File: src/rtl/icfg_pkg.sv
/*
  Constants for the configuration index bank: port addresses, indices, field positions, function codes.
  Assumes an ISA-style I/O cycle arriving as pin-level read and write strobes, synchronised to core_clk and edge-detected in the bank.
*/
package icfg_pkg;
  localparam int NFUNC = 6;
  localparam logic [15:0] INDEX_PORT_ADDR = 16'h0234;
  localparam logic [15:0] WRITE_PORT_ADDR = 16'h0235;
  localparam logic [7:0] IDX_LOCATOR = 8'h00;
  localparam logic [7:0] IDX_GLOBAL_RESET = 8'h02;
  localparam logic [7:0] IDX_FUNC_SEL = 8'h07;
  localparam logic [7:0] IDX_POWER = 8'h20;
  localparam logic [7:0] IDX_BANK_FIRST = 8'h30;
  localparam logic [7:0] IDX_ACTIVATE = 8'h30;
  localparam logic [7:0] IDX_RANGE_CHECK = 8'h31;
  localparam logic [7:0] IDX_BASE_HI = 8'h60;
  localparam logic [7:0] IDX_BASE_LO = 8'h61;
  localparam logic [7:0] IDX_IRQ_LEVEL = 8'h70;
  localparam logic [7:0] IDX_IRQ_TYPE = 8'h71;
  localparam logic [7:0] IDX_DMA_CAPTURE = 8'h74;
  localparam logic [7:0] IDX_DMA_PLAYBACK = 8'h75;
  localparam logic [7:0] IRQ_TYPE_VALUE = 8'h02;
  localparam logic [7:0] RANGE_ANSWER_ONE = 8'h55;
  localparam logic [7:0] RANGE_ANSWER_ZERO = 8'hAA;
  localparam logic [7:0] ZERO_BYTE = 8'h00;
  localparam logic [2:0] DMA_NONE = 3'h4;
  localparam logic [3:0] IRQ_NONE = 4'h0;
  localparam logic [5:0] LOCATOR_HIGH_ZERO = 6'h00;
  localparam logic [1:0] LOCATOR_LOW_ONES = 2'h3;
  localparam int ACTIVATE_BIT = 0;
  localparam int RANGE_SELECT_BIT = 0;
  localparam int RANGE_ENABLE_BIT = 1;
  localparam int GLOBAL_RESET_BIT = 0;
  localparam int LOCATOR_ALWAYS_ONE_BIT = 7;
  localparam logic [7:0] FN_CODEC = 8'h00;
  localparam logic [7:0] FN_LEGACY_AUDIO = 8'h01;
  localparam logic [7:0] FN_FM_SYNTH = 8'h02;
  localparam logic [7:0] FN_MIDI = 8'h03;
  localparam logic [7:0] FN_GAME_PORT = 8'h04;
  localparam logic [7:0] FN_MODEM = 8'h05;
  // Low address bits ignored by each function's decode (range size) and base alignment masks.
  localparam logic [15:0] SPAN_MASK_CODEC = 16'h0007;
  localparam logic [15:0] SPAN_MASK_LEGACY = 16'h000F;
  localparam logic [15:0] SPAN_MASK_FM = 16'h0003;
  localparam logic [15:0] SPAN_MASK_MIDI = 16'h0003;
  localparam logic [15:0] SPAN_MASK_GAME = 16'h0000;
  localparam logic [15:0] SPAN_MASK_MODEM = 16'h0007;
  localparam logic [15:0] ALIGN_MASK_CODEC = 16'h0007;
  localparam logic [15:0] ALIGN_MASK_LEGACY = 16'h000F;
  localparam logic [15:0] ALIGN_MASK_FM = 16'h0007;
  localparam logic [15:0] ALIGN_MASK_MIDI = 16'h000F;
  localparam logic [15:0] ALIGN_MASK_GAME = 16'h0000;
  localparam logic [15:0] ALIGN_MASK_MODEM = 16'h0007;
  localparam logic [15:0] TEN_BIT_MASK = 16'h03FF;
endpackage : icfg_pkg

File: src/rtl/icfg_fn_if.sv
/*
  Interface carrying one function's configuration from the bank to its range decoder.
  Assumes both ends run on core_clk.
*/
`timescale 1ns/1ps
interface icfg_fn_if;
  logic active;
  logic [15:0] base;
  logic [15:0] span_mask;
  logic [15:0] align_mask;
  logic [15:0] limit_mask;
  logic [15:0] io_addr;
  logic hit;
  modport bank (output active, base, span_mask, align_mask, limit_mask, io_addr, input hit);
  modport dec (input active, base, span_mask, align_mask, limit_mask, io_addr, output hit);
endinterface : icfg_fn_if

File: src/rtl/icfg_bank.sv
/*
  Configuration register bank behind the index, write and relocatable readback ports.
  Assumes host I/O cycles arrive as pin-level io_wr/io_rd strobes, with address and data held while a strobe is high.
*/
`timescale 1ns/1ps
module icfg_bank
#(
  parameter int NUM_FUNC = icfg_pkg::NFUNC
)
(
  // Clock and reset.
  input wire logic core_clk,
  input wire logic arst_n,
  // Mode strap and host I/O cycle.
  input wire logic auto_config_select,
  input wire logic io_wr_raw,
  input wire logic io_rd_raw,
  input wire logic [15:0] io_addr,
  input wire logic [7:0] io_wdata,
  // Read answer.
  output logic [7:0] io_rdata,
  output logic io_rdata_valid,
  // Function requests from the function cores.
  input wire logic [icfg_pkg::NFUNC-1:0] func_irq_in,
  input wire logic [icfg_pkg::NFUNC-1:0] func_drq_in,
  // Function configuration outputs.
  output logic [icfg_pkg::NFUNC-1:0] func_active,
  output logic [icfg_pkg::NFUNC-1:0] func_io_write,
  output logic [icfg_pkg::NFUNC-1:0] func_irq_out,
  output logic [icfg_pkg::NFUNC-1:0] func_drq_out,
  output logic [7:0] power_saving,
  output logic codec_single_dma
);
  import icfg_pkg::*;

  logic [1:0] wr_sync_reg;
  logic [1:0] rd_sync_reg;
  logic wr_prev_reg;
  logic rd_prev_reg;
  logic [1:0] cfg_mode_sync_reg;
  logic [15:0] addr_meta_reg;
  logic [15:0] addr_sync_reg;
  logic [7:0] wdata_meta_reg;
  logic [7:0] wdata_sync_reg;
  logic wr_pulse;
  logic rd_pulse;
  logic cfg_mode;
  logic [7:0] index_reg;
  logic [7:0] locator_reg;
  logic [7:0] func_sel_reg;
  logic [7:0] power_reg;
  logic [NFUNC-1:0] active_reg;
  logic [1:0] range_chk_reg [NFUNC];
  logic [15:0] base_reg [NFUNC];
  logic [3:0] irq_level_reg [NFUNC];
  logic [2:0] dma_cap_reg [NFUNC];
  logic [2:0] dma_play_reg [NFUNC];
  logic [NFUNC-1:0] hit;
  logic [15:0] readback_addr;
  logic index_hit;
  logic data_hit;
  logic readback_hit;
  logic data_wr;
  logic gl_reset;
  logic func_ok;
  logic [2:0] fsel;
  logic [7:0] rd_next;
  logic rd_valid_next;

  // Strobes, address and data come from pins, so they pass two flip-flops before use.
  always_ff @(posedge core_clk or negedge arst_n)
  begin
    if (!arst_n)
    begin
      wr_sync_reg <= 2'h0;
      rd_sync_reg <= 2'h0;
      cfg_mode_sync_reg <= 2'h0;
      addr_meta_reg <= '0;
      addr_sync_reg <= '0;
      wdata_meta_reg <= ZERO_BYTE;
      wdata_sync_reg <= ZERO_BYTE;
      wr_prev_reg <= 1'b0;
      rd_prev_reg <= 1'b0;
    end
    else
    begin
      wr_sync_reg <= {wr_sync_reg[0], io_wr_raw};
      rd_sync_reg <= {rd_sync_reg[0], io_rd_raw};
      cfg_mode_sync_reg <= {cfg_mode_sync_reg[0], ~auto_config_select};
      addr_meta_reg <= io_addr;
      addr_sync_reg <= addr_meta_reg;
      wdata_meta_reg <= io_wdata;
      wdata_sync_reg <= wdata_meta_reg;
      wr_prev_reg <= wr_sync_reg[1];
      rd_prev_reg <= rd_sync_reg[1];
    end
  end

  function automatic logic [15:0] span_of(input logic [2:0] f);
    unique case (f)
      3'h0: span_of = SPAN_MASK_CODEC;
      3'h1: span_of = SPAN_MASK_LEGACY;
      3'h2: span_of = SPAN_MASK_FM;
      3'h3: span_of = SPAN_MASK_MIDI;
      3'h4: span_of = SPAN_MASK_GAME;
      default: span_of = SPAN_MASK_MODEM;
    endcase
  endfunction : span_of

  function automatic logic [15:0] align_of(input logic [2:0] f);
    unique case (f)
      3'h0: align_of = ALIGN_MASK_CODEC;
      3'h1: align_of = ALIGN_MASK_LEGACY;
      3'h2: align_of = ALIGN_MASK_FM;
      3'h3: align_of = ALIGN_MASK_MIDI;
      3'h4: align_of = ALIGN_MASK_GAME;
      default: align_of = ALIGN_MASK_MODEM;
    endcase
  endfunction : align_of

  // Legacy audio capture accepts only 8-bit channels 0, 1, 3 or none.
  function automatic logic legacy_dma_ok(input logic [2:0] ch);
    legacy_dma_ok = (ch == 3'h0) || (ch == 3'h1) || (ch == 3'h3) || (ch == DMA_NONE);
  endfunction : legacy_dma_ok

  always_comb
  begin
    wr_pulse = wr_sync_reg[1] && !wr_prev_reg;
    rd_pulse = rd_sync_reg[1] && !rd_prev_reg;
    cfg_mode = cfg_mode_sync_reg[1];
    readback_addr = {LOCATOR_HIGH_ZERO, locator_reg, LOCATOR_LOW_ONES};
    index_hit = (addr_sync_reg == INDEX_PORT_ADDR);
    data_hit = (addr_sync_reg == WRITE_PORT_ADDR);
    readback_hit = (addr_sync_reg == readback_addr);
    data_wr = wr_pulse && data_hit && cfg_mode;
    gl_reset = data_wr && (index_reg == IDX_GLOBAL_RESET) && wdata_sync_reg[GLOBAL_RESET_BIT];
    fsel = func_sel_reg[2:0];
    func_ok = (func_sel_reg < 8'(NUM_FUNC));
  end

  // Index persists across data accesses until the host rewrites it.
  always_ff @(posedge core_clk or negedge arst_n)
  begin
    if (!arst_n)
      index_reg <= ZERO_BYTE;
    else if (wr_pulse && index_hit && cfg_mode)
      index_reg <= wdata_sync_reg;
  end

  // Global registers below the banked area.
  always_ff @(posedge core_clk or negedge arst_n)
  begin
    if (!arst_n)
    begin
      locator_reg <= ZERO_BYTE;
      func_sel_reg <= ZERO_BYTE;
      power_reg <= ZERO_BYTE;
    end
    else if (gl_reset)
    begin
      func_sel_reg <= ZERO_BYTE;
      power_reg <= ZERO_BYTE;
    end
    else if (data_wr)
    begin
      if (index_reg == IDX_LOCATOR)
        locator_reg <= wdata_sync_reg;
      if (index_reg == IDX_FUNC_SEL)
        func_sel_reg <= wdata_sync_reg;
      if (index_reg == IDX_POWER)
        power_reg <= wdata_sync_reg;
    end
  end

  // Banked per-function registers, written through the function select.
  always_ff @(posedge core_clk or negedge arst_n)
  begin
    if (!arst_n)
    begin
      active_reg <= '0;
      for (int i = 0; i < NFUNC; i++)
      begin
        range_chk_reg[i] <= 2'h0;
        base_reg[i] <= 16'h0000;
        irq_level_reg[i] <= IRQ_NONE;
        dma_cap_reg[i] <= DMA_NONE;
        dma_play_reg[i] <= DMA_NONE;
      end
    end
    else if (gl_reset)
    begin
      active_reg <= '0;
      for (int i = 0; i < NFUNC; i++)
      begin
        range_chk_reg[i] <= 2'h0;
        base_reg[i] <= 16'h0000;
        irq_level_reg[i] <= IRQ_NONE;
        dma_cap_reg[i] <= DMA_NONE;
        dma_play_reg[i] <= DMA_NONE;
      end
    end
    else if (data_wr && func_ok && (index_reg >= IDX_BANK_FIRST))
    begin
      unique case (index_reg)
        IDX_ACTIVATE: active_reg[fsel] <= wdata_sync_reg[ACTIVATE_BIT];
        IDX_RANGE_CHECK: range_chk_reg[fsel] <= wdata_sync_reg[RANGE_ENABLE_BIT:RANGE_SELECT_BIT];
        IDX_BASE_HI: base_reg[fsel][15:8] <= wdata_sync_reg;
        IDX_BASE_LO: base_reg[fsel][7:0] <= wdata_sync_reg;
        IDX_IRQ_LEVEL: irq_level_reg[fsel] <= wdata_sync_reg[3:0];
        IDX_DMA_CAPTURE:
        begin
          if (fsel != FN_LEGACY_AUDIO[2:0] || legacy_dma_ok(wdata_sync_reg[2:0]))
            dma_cap_reg[fsel] <= wdata_sync_reg[2:0];
        end
        IDX_DMA_PLAYBACK: dma_play_reg[fsel] <= wdata_sync_reg[2:0];
        default:
        begin
        end
      endcase
    end
  end

  // One range decoder per function.
  icfg_fn_if fn_if [NFUNC] ();
  for (genvar g = 0; g < NFUNC; g++)
  begin : g_fn
    assign fn_if[g].active = active_reg[g];
    assign fn_if[g].base = base_reg[g];
    assign fn_if[g].span_mask = span_of(3'(g));
    assign fn_if[g].align_mask = align_of(3'(g));
    assign fn_if[g].limit_mask = (g == 0) ? 16'hFFFF : TEN_BIT_MASK;
    assign fn_if[g].io_addr = addr_sync_reg;
    assign hit[g] = fn_if[g].hit;
    icfg_range_dec u_dec
    (
      .fn(fn_if[g])
    );
  end

  // Read answer: readback port first, then range-check answers.
  always_comb
  begin
    rd_next = ZERO_BYTE;
    rd_valid_next = 1'b0;
    if (rd_pulse && readback_hit && cfg_mode)
    begin
      rd_valid_next = 1'b1;
      if (index_reg < IDX_BANK_FIRST)
      begin
        unique case (index_reg)
          IDX_FUNC_SEL: rd_next = func_sel_reg;
          IDX_POWER: rd_next = power_reg;
          default: rd_next = ZERO_BYTE;
        endcase
      end
      else if (func_ok)
      begin
        unique case (index_reg)
          IDX_ACTIVATE: rd_next = {7'h00, active_reg[fsel]};
          IDX_RANGE_CHECK: rd_next = {6'h00, range_chk_reg[fsel]};
          IDX_BASE_HI: rd_next = base_reg[fsel][15:8];
          IDX_BASE_LO: rd_next = base_reg[fsel][7:0];
          IDX_IRQ_LEVEL: rd_next = {4'h0, irq_level_reg[fsel]};
          IDX_IRQ_TYPE: rd_next = IRQ_TYPE_VALUE;
          IDX_DMA_CAPTURE: rd_next = {5'h00, dma_cap_reg[fsel]};
          IDX_DMA_PLAYBACK: rd_next = {5'h00, dma_play_reg[fsel]};
          default: rd_next = ZERO_BYTE;
        endcase
      end
    end
    else if (rd_pulse)
    begin
      for (int i = 0; i < NFUNC; i++)
      begin
        if (hit[i] && range_chk_reg[i][RANGE_ENABLE_BIT] && !rd_valid_next)
        begin
          rd_valid_next = 1'b1;
          rd_next = range_chk_reg[i][RANGE_SELECT_BIT] ? RANGE_ANSWER_ONE : RANGE_ANSWER_ZERO;
        end
      end
    end
  end

  always_ff @(posedge core_clk or negedge arst_n)
  begin
    if (!arst_n)
    begin
      io_rdata <= ZERO_BYTE;
      io_rdata_valid <= 1'b0;
    end
    else
    begin
      io_rdata <= rd_next;
      io_rdata_valid <= rd_valid_next;
    end
  end

  // Function gating: inactive functions see no writes and drive no requests.
  always_ff @(posedge core_clk or negedge arst_n)
  begin
    if (!arst_n)
    begin
      func_active <= '0;
      func_io_write <= '0;
      func_irq_out <= '0;
      func_drq_out <= '0;
      power_saving <= ZERO_BYTE;
      codec_single_dma <= 1'b1;
    end
    else
    begin
      func_active <= active_reg;
      func_io_write <= (wr_pulse ? hit : '0) & active_reg;
      func_irq_out <= func_irq_in & active_reg;
      func_drq_out <= func_drq_in & active_reg;
      power_saving <= power_reg;
      codec_single_dma <= (dma_cap_reg[FN_CODEC[2:0]] == DMA_NONE);
    end
  end
endmodule : icfg_bank

File: src/rtl/icfg_range_dec.sv
/*
  Address range decoder for one function: matches the I/O address against the aligned base.
  Assumes its configuration comes from the bank through icfg_fn_if; purely combinational.
*/
`timescale 1ns/1ps
module icfg_range_dec
(
  icfg_fn_if.dec fn
);
  logic [15:0] aligned_base;
  logic base_nonzero;
  always_comb
  begin
    aligned_base = fn.base & fn.limit_mask & ~fn.align_mask;
    base_nonzero = |aligned_base;
    fn.hit = base_nonzero && ((fn.io_addr & ~fn.span_mask) == (aligned_base & ~fn.span_mask));
  end
endmodule : icfg_range_dec

File: config.mk
export PLATFORM = sky130hd
export DESIGN_NAME = icfg_bank
export DESIGN_NICKNAME = d
export VERILOG_FILES = /design/src/rtl/icfg_pkg.sv /design/src/rtl/icfg_fn_if.sv /design/src/rtl/icfg_bank.sv /design/src/rtl/icfg_range_dec.sv
export SDC_FILE = /design/constraint.sdc
export NUM_CORES = 1
export LEC_CHECK = 0
export ABC_AREA = 1
export BUFFER_PORTS_ARGS = -buffer_cell sky130_fd_sc_hd__buf_4
export CAP_MARGIN = 10
export CORE_UTILIZATION = 58
export DETAILED_ROUTE_END_ITERATION = 7
export PLACE_DENSITY = 0.74
export SYNTH_ARGS = -nofsm -noshare
export SYNTH_HDL_FRONTEND = slang
export SYNTH_SLANG_ARGS = --single-unit
File: constraint.sdc
create_clock -name core_clk -period 2.6 [get_ports core_clk]
set_input_delay 0.26 -clock core_clk [delete_from_list [all_inputs] [get_ports core_clk]]
set_output_delay 0.26 -clock core_clk [all_outputs]
set_load 0.005 [all_outputs]
==> run metrics <==
max reg flops 96; Finished Core Util 74.33%; Power Total 10150 uW; Via density 6.046; Crit Reg-Reg Endpoint dma_cap_reg[13]; RSZ-0062 raised after global routing true; f_max 395.0 MHz; leakage 0.008136 uW; Worst setup SP type flip-flop; Cell Pwr Density 575.1 nW/um2; Tcrit/Tclk final 97.37%; Hold WC Path Type primary input to asynchronous set/reset pin; Yosys top cell by area dfrtp_1; routed wl met3 5768 um; syn_nets 1679; routability cong. 0.9975; first-pass GRT wire length 73800 um; Synth cell types 51; Worst Path Max Fanout 12; antenna violations before repair 1; worst vdd ir 0.5095 mV; CP startpoint addr_sync_reg[11]; CTS tree built; core area 23750 um2; drt drc 0; reg2reg path depth 12; Placed Area 15820 um2; highest metal used met5; Post-synth top flop dfrtp_1; max-slew violation count 0; R2R Path Start addr_sync_reg[11]; H-tree depth 2; Slowest cell on crit path dfrtp_1; CP Class flip-flop to flip-flop; Clock Tree Buf Depth 3; worst-path cell chain nor2_1 > nand4_1 > buf_4 > nor3_4 > nand2_2 > inv_2 > nand3_4 > buf_4 > nand2_4 > nor2_1 > inv_1 > o21ai_0; dpl ws 0.04005 ns; dominant cells by area after synthesis dfrtp_1 51%, nand2_1 13%, o21ai_0 5.8%; Syn Area/Cell 8.692 um2; hold slack 0.2733 ns; Post-synth EDFFs 0; Clk pin slew, worst setup/hold paths 0.06 ns; crit path DAT 2.91 ns; aggregate global-route resource usage 40.41%; ANT cells 0; synthesis-to-finish area growth 24.01%; Worst-Margin Slew 0.6842 ns; clock buffers created by TritonCTS 34; Post-DP HPWL 34500 um; register bit total from synthesis 304; MaxCap Viol Count 0; YS warnings 0; Max transition margin 54.39%; Vias 13280; Setup WS post-layout 0.06843 ns; largest net degree at the start of global routing 77; grt total ovfl 0; TritonCTS Sinks 304; # IOs 83; chip width 158.7 um; 1st-iter DRT viols 1894; register area share after synthesis 53.55%; Cells after Synth 1638; nets 1896; final WL 50260 um; layout cells sized above 1 20.66%; clock skew 0.02074 ns; setup violators final 0; Avg WL per Cell 22.88 um; Max stage delay on crit path 0.39 ns; initial core utilization 59.94%; reg2reg setup slack 0.07 ns; Synth top area share 51.15%; Pre-antenna DRT Iters 6; CTS root buf clkbuf_16; mapped cell area 14240 um2; WL met2 22710 um; Period minus WS final 2.532 ns; design area 17660 um2; Die ar. 25180 um2; Async SR Flop Fraction 100.0%; Post-DRT Antenna Nets 0; # rows 56; vias in the first global route 12270; CP endpoint kind flip-flop; die span in y 158.7 um; Port Buf Inserts 82; WL met1 19300 um; status finished, final reports clean; worst skew pair latency 0.53 ns; endpoints failing hold 0; worst path required time 2.98 ns
==> where the power goes <==
group	switching (uW)	internal, uW
Sequential	31.3	4780
Combinational	258	154
Clock	1940	2990
==> Yosys cell counts, types with 17 or more instances <==
cell type / count
o21ai_0: 166
o21ai_2: 54
nand2_1: 494
inv_1: 138
dfrtp_1: 291
o22ai_1: 18
nor2_1: 115
nand3_1: 61
o31ai_1: 26
nand4_1: 31
clkbuf_1: 35
a22oi_1: 20
nor3_1: 17
==> per-layer routing <==
layer  track usage [%]  vias to the layer above
met2             61.49                      896
met1             56.40                     6377
met4             18.32                        2
met5                 0                        -
li1                  -                     5838
met3             7.349                      170
==> timing repair <==
action,CTS,global route
setup endpoints to repair,0,106
hold buffers,40,0
buffers inserted,0,16
hold endpoints to repair,90,0
gates resized for setup,0,25
==> placed cells by master (no fill, tap or decap), types with 7 or more instances in the layout <==
cell           instances
o2111ai_1              9
nor2_1               114
nand4_1               31
nand2_1              487
xor2_1                12
nand2_2                9
xnor2_1               10
buf_12                15
o21ai_2               54
clkbuf_8               8
inv_1                137
buf_4                181
o21ai_0              165
dfrtp_1              291
nand3_4               13
a22oi_1               20
clkbuf_1               7
clkbuf_16             35
nand3_1               59
dlygate4sd3_1         40
o21ai_1               12
inv_2                 13
a22o_1                11
o31ai_1               23
dfstp_2               13
nor3_1                15
o22ai_1               18
==> through the flow <==
stage / std cells / TNS, ns
final: 2197 / 0
after global routing: 2197 / -0.3351
after CTS: 2176 / 0
after detailed placement: 2077 / 0
after global placement: 2077 / 0
after floorplan: 1638 / 0
==> worst max-delay path by stage <==
| stage | end | slack (ns) |
|---|---|---|
| finish | dma_cap_reg[13] | 0.07 |
| global route | fn_if[2].base[0] | -0.04 |
| CTS | dma_cap_reg[13] | 0.06 |
| detailed placement | dma_cap_reg[13] | 0.04 |
| global placement | dma_cap_reg[13] | 0.08 |
| floorplan | fn_if[2].base[8] | 0.50 |
==> layout make-up <==
type	count	area [um2]
Sequential cell	304	7624
Inverter	156	590.6
Tap cell	319	399.1
Timing Repair inverter	1	5.005
Timing Repair Buffer	238	2079
Clock buffer	50	1012
Multi-Input combinational cell	1120	5819
Clock inverter	9	126.4
Fill cell	1775	6097
==> logic make-up after synthesis <==
| logic type | after synthesis | synth area share (%) |
|---|---|---|
| xor gates and xnor gates | 22 | 1.353 |
| AOI/OAI and AO/OA | 335 | 15.18 |
| and+or+nand+nor | 759 | 23.38 |
| DFF | 304 | 53.55 |
| buffers and inverters | 218 | 6.547 |
==> worst max-delay path: cells and delay by family, from the launching register on <==
| kind | cells | cell delay [ns] |
|---|---|---|
| buffers and inverters | 4 | 0.84 |
| flip-flops | 1 | 0.39 |
| AO/OA/AOI/OAI | 1 | 0.18 |
| AND/OR/NAND/NOR | 7 | 0.96 |
Note: power is estimated with default switching activity, not from simulation.
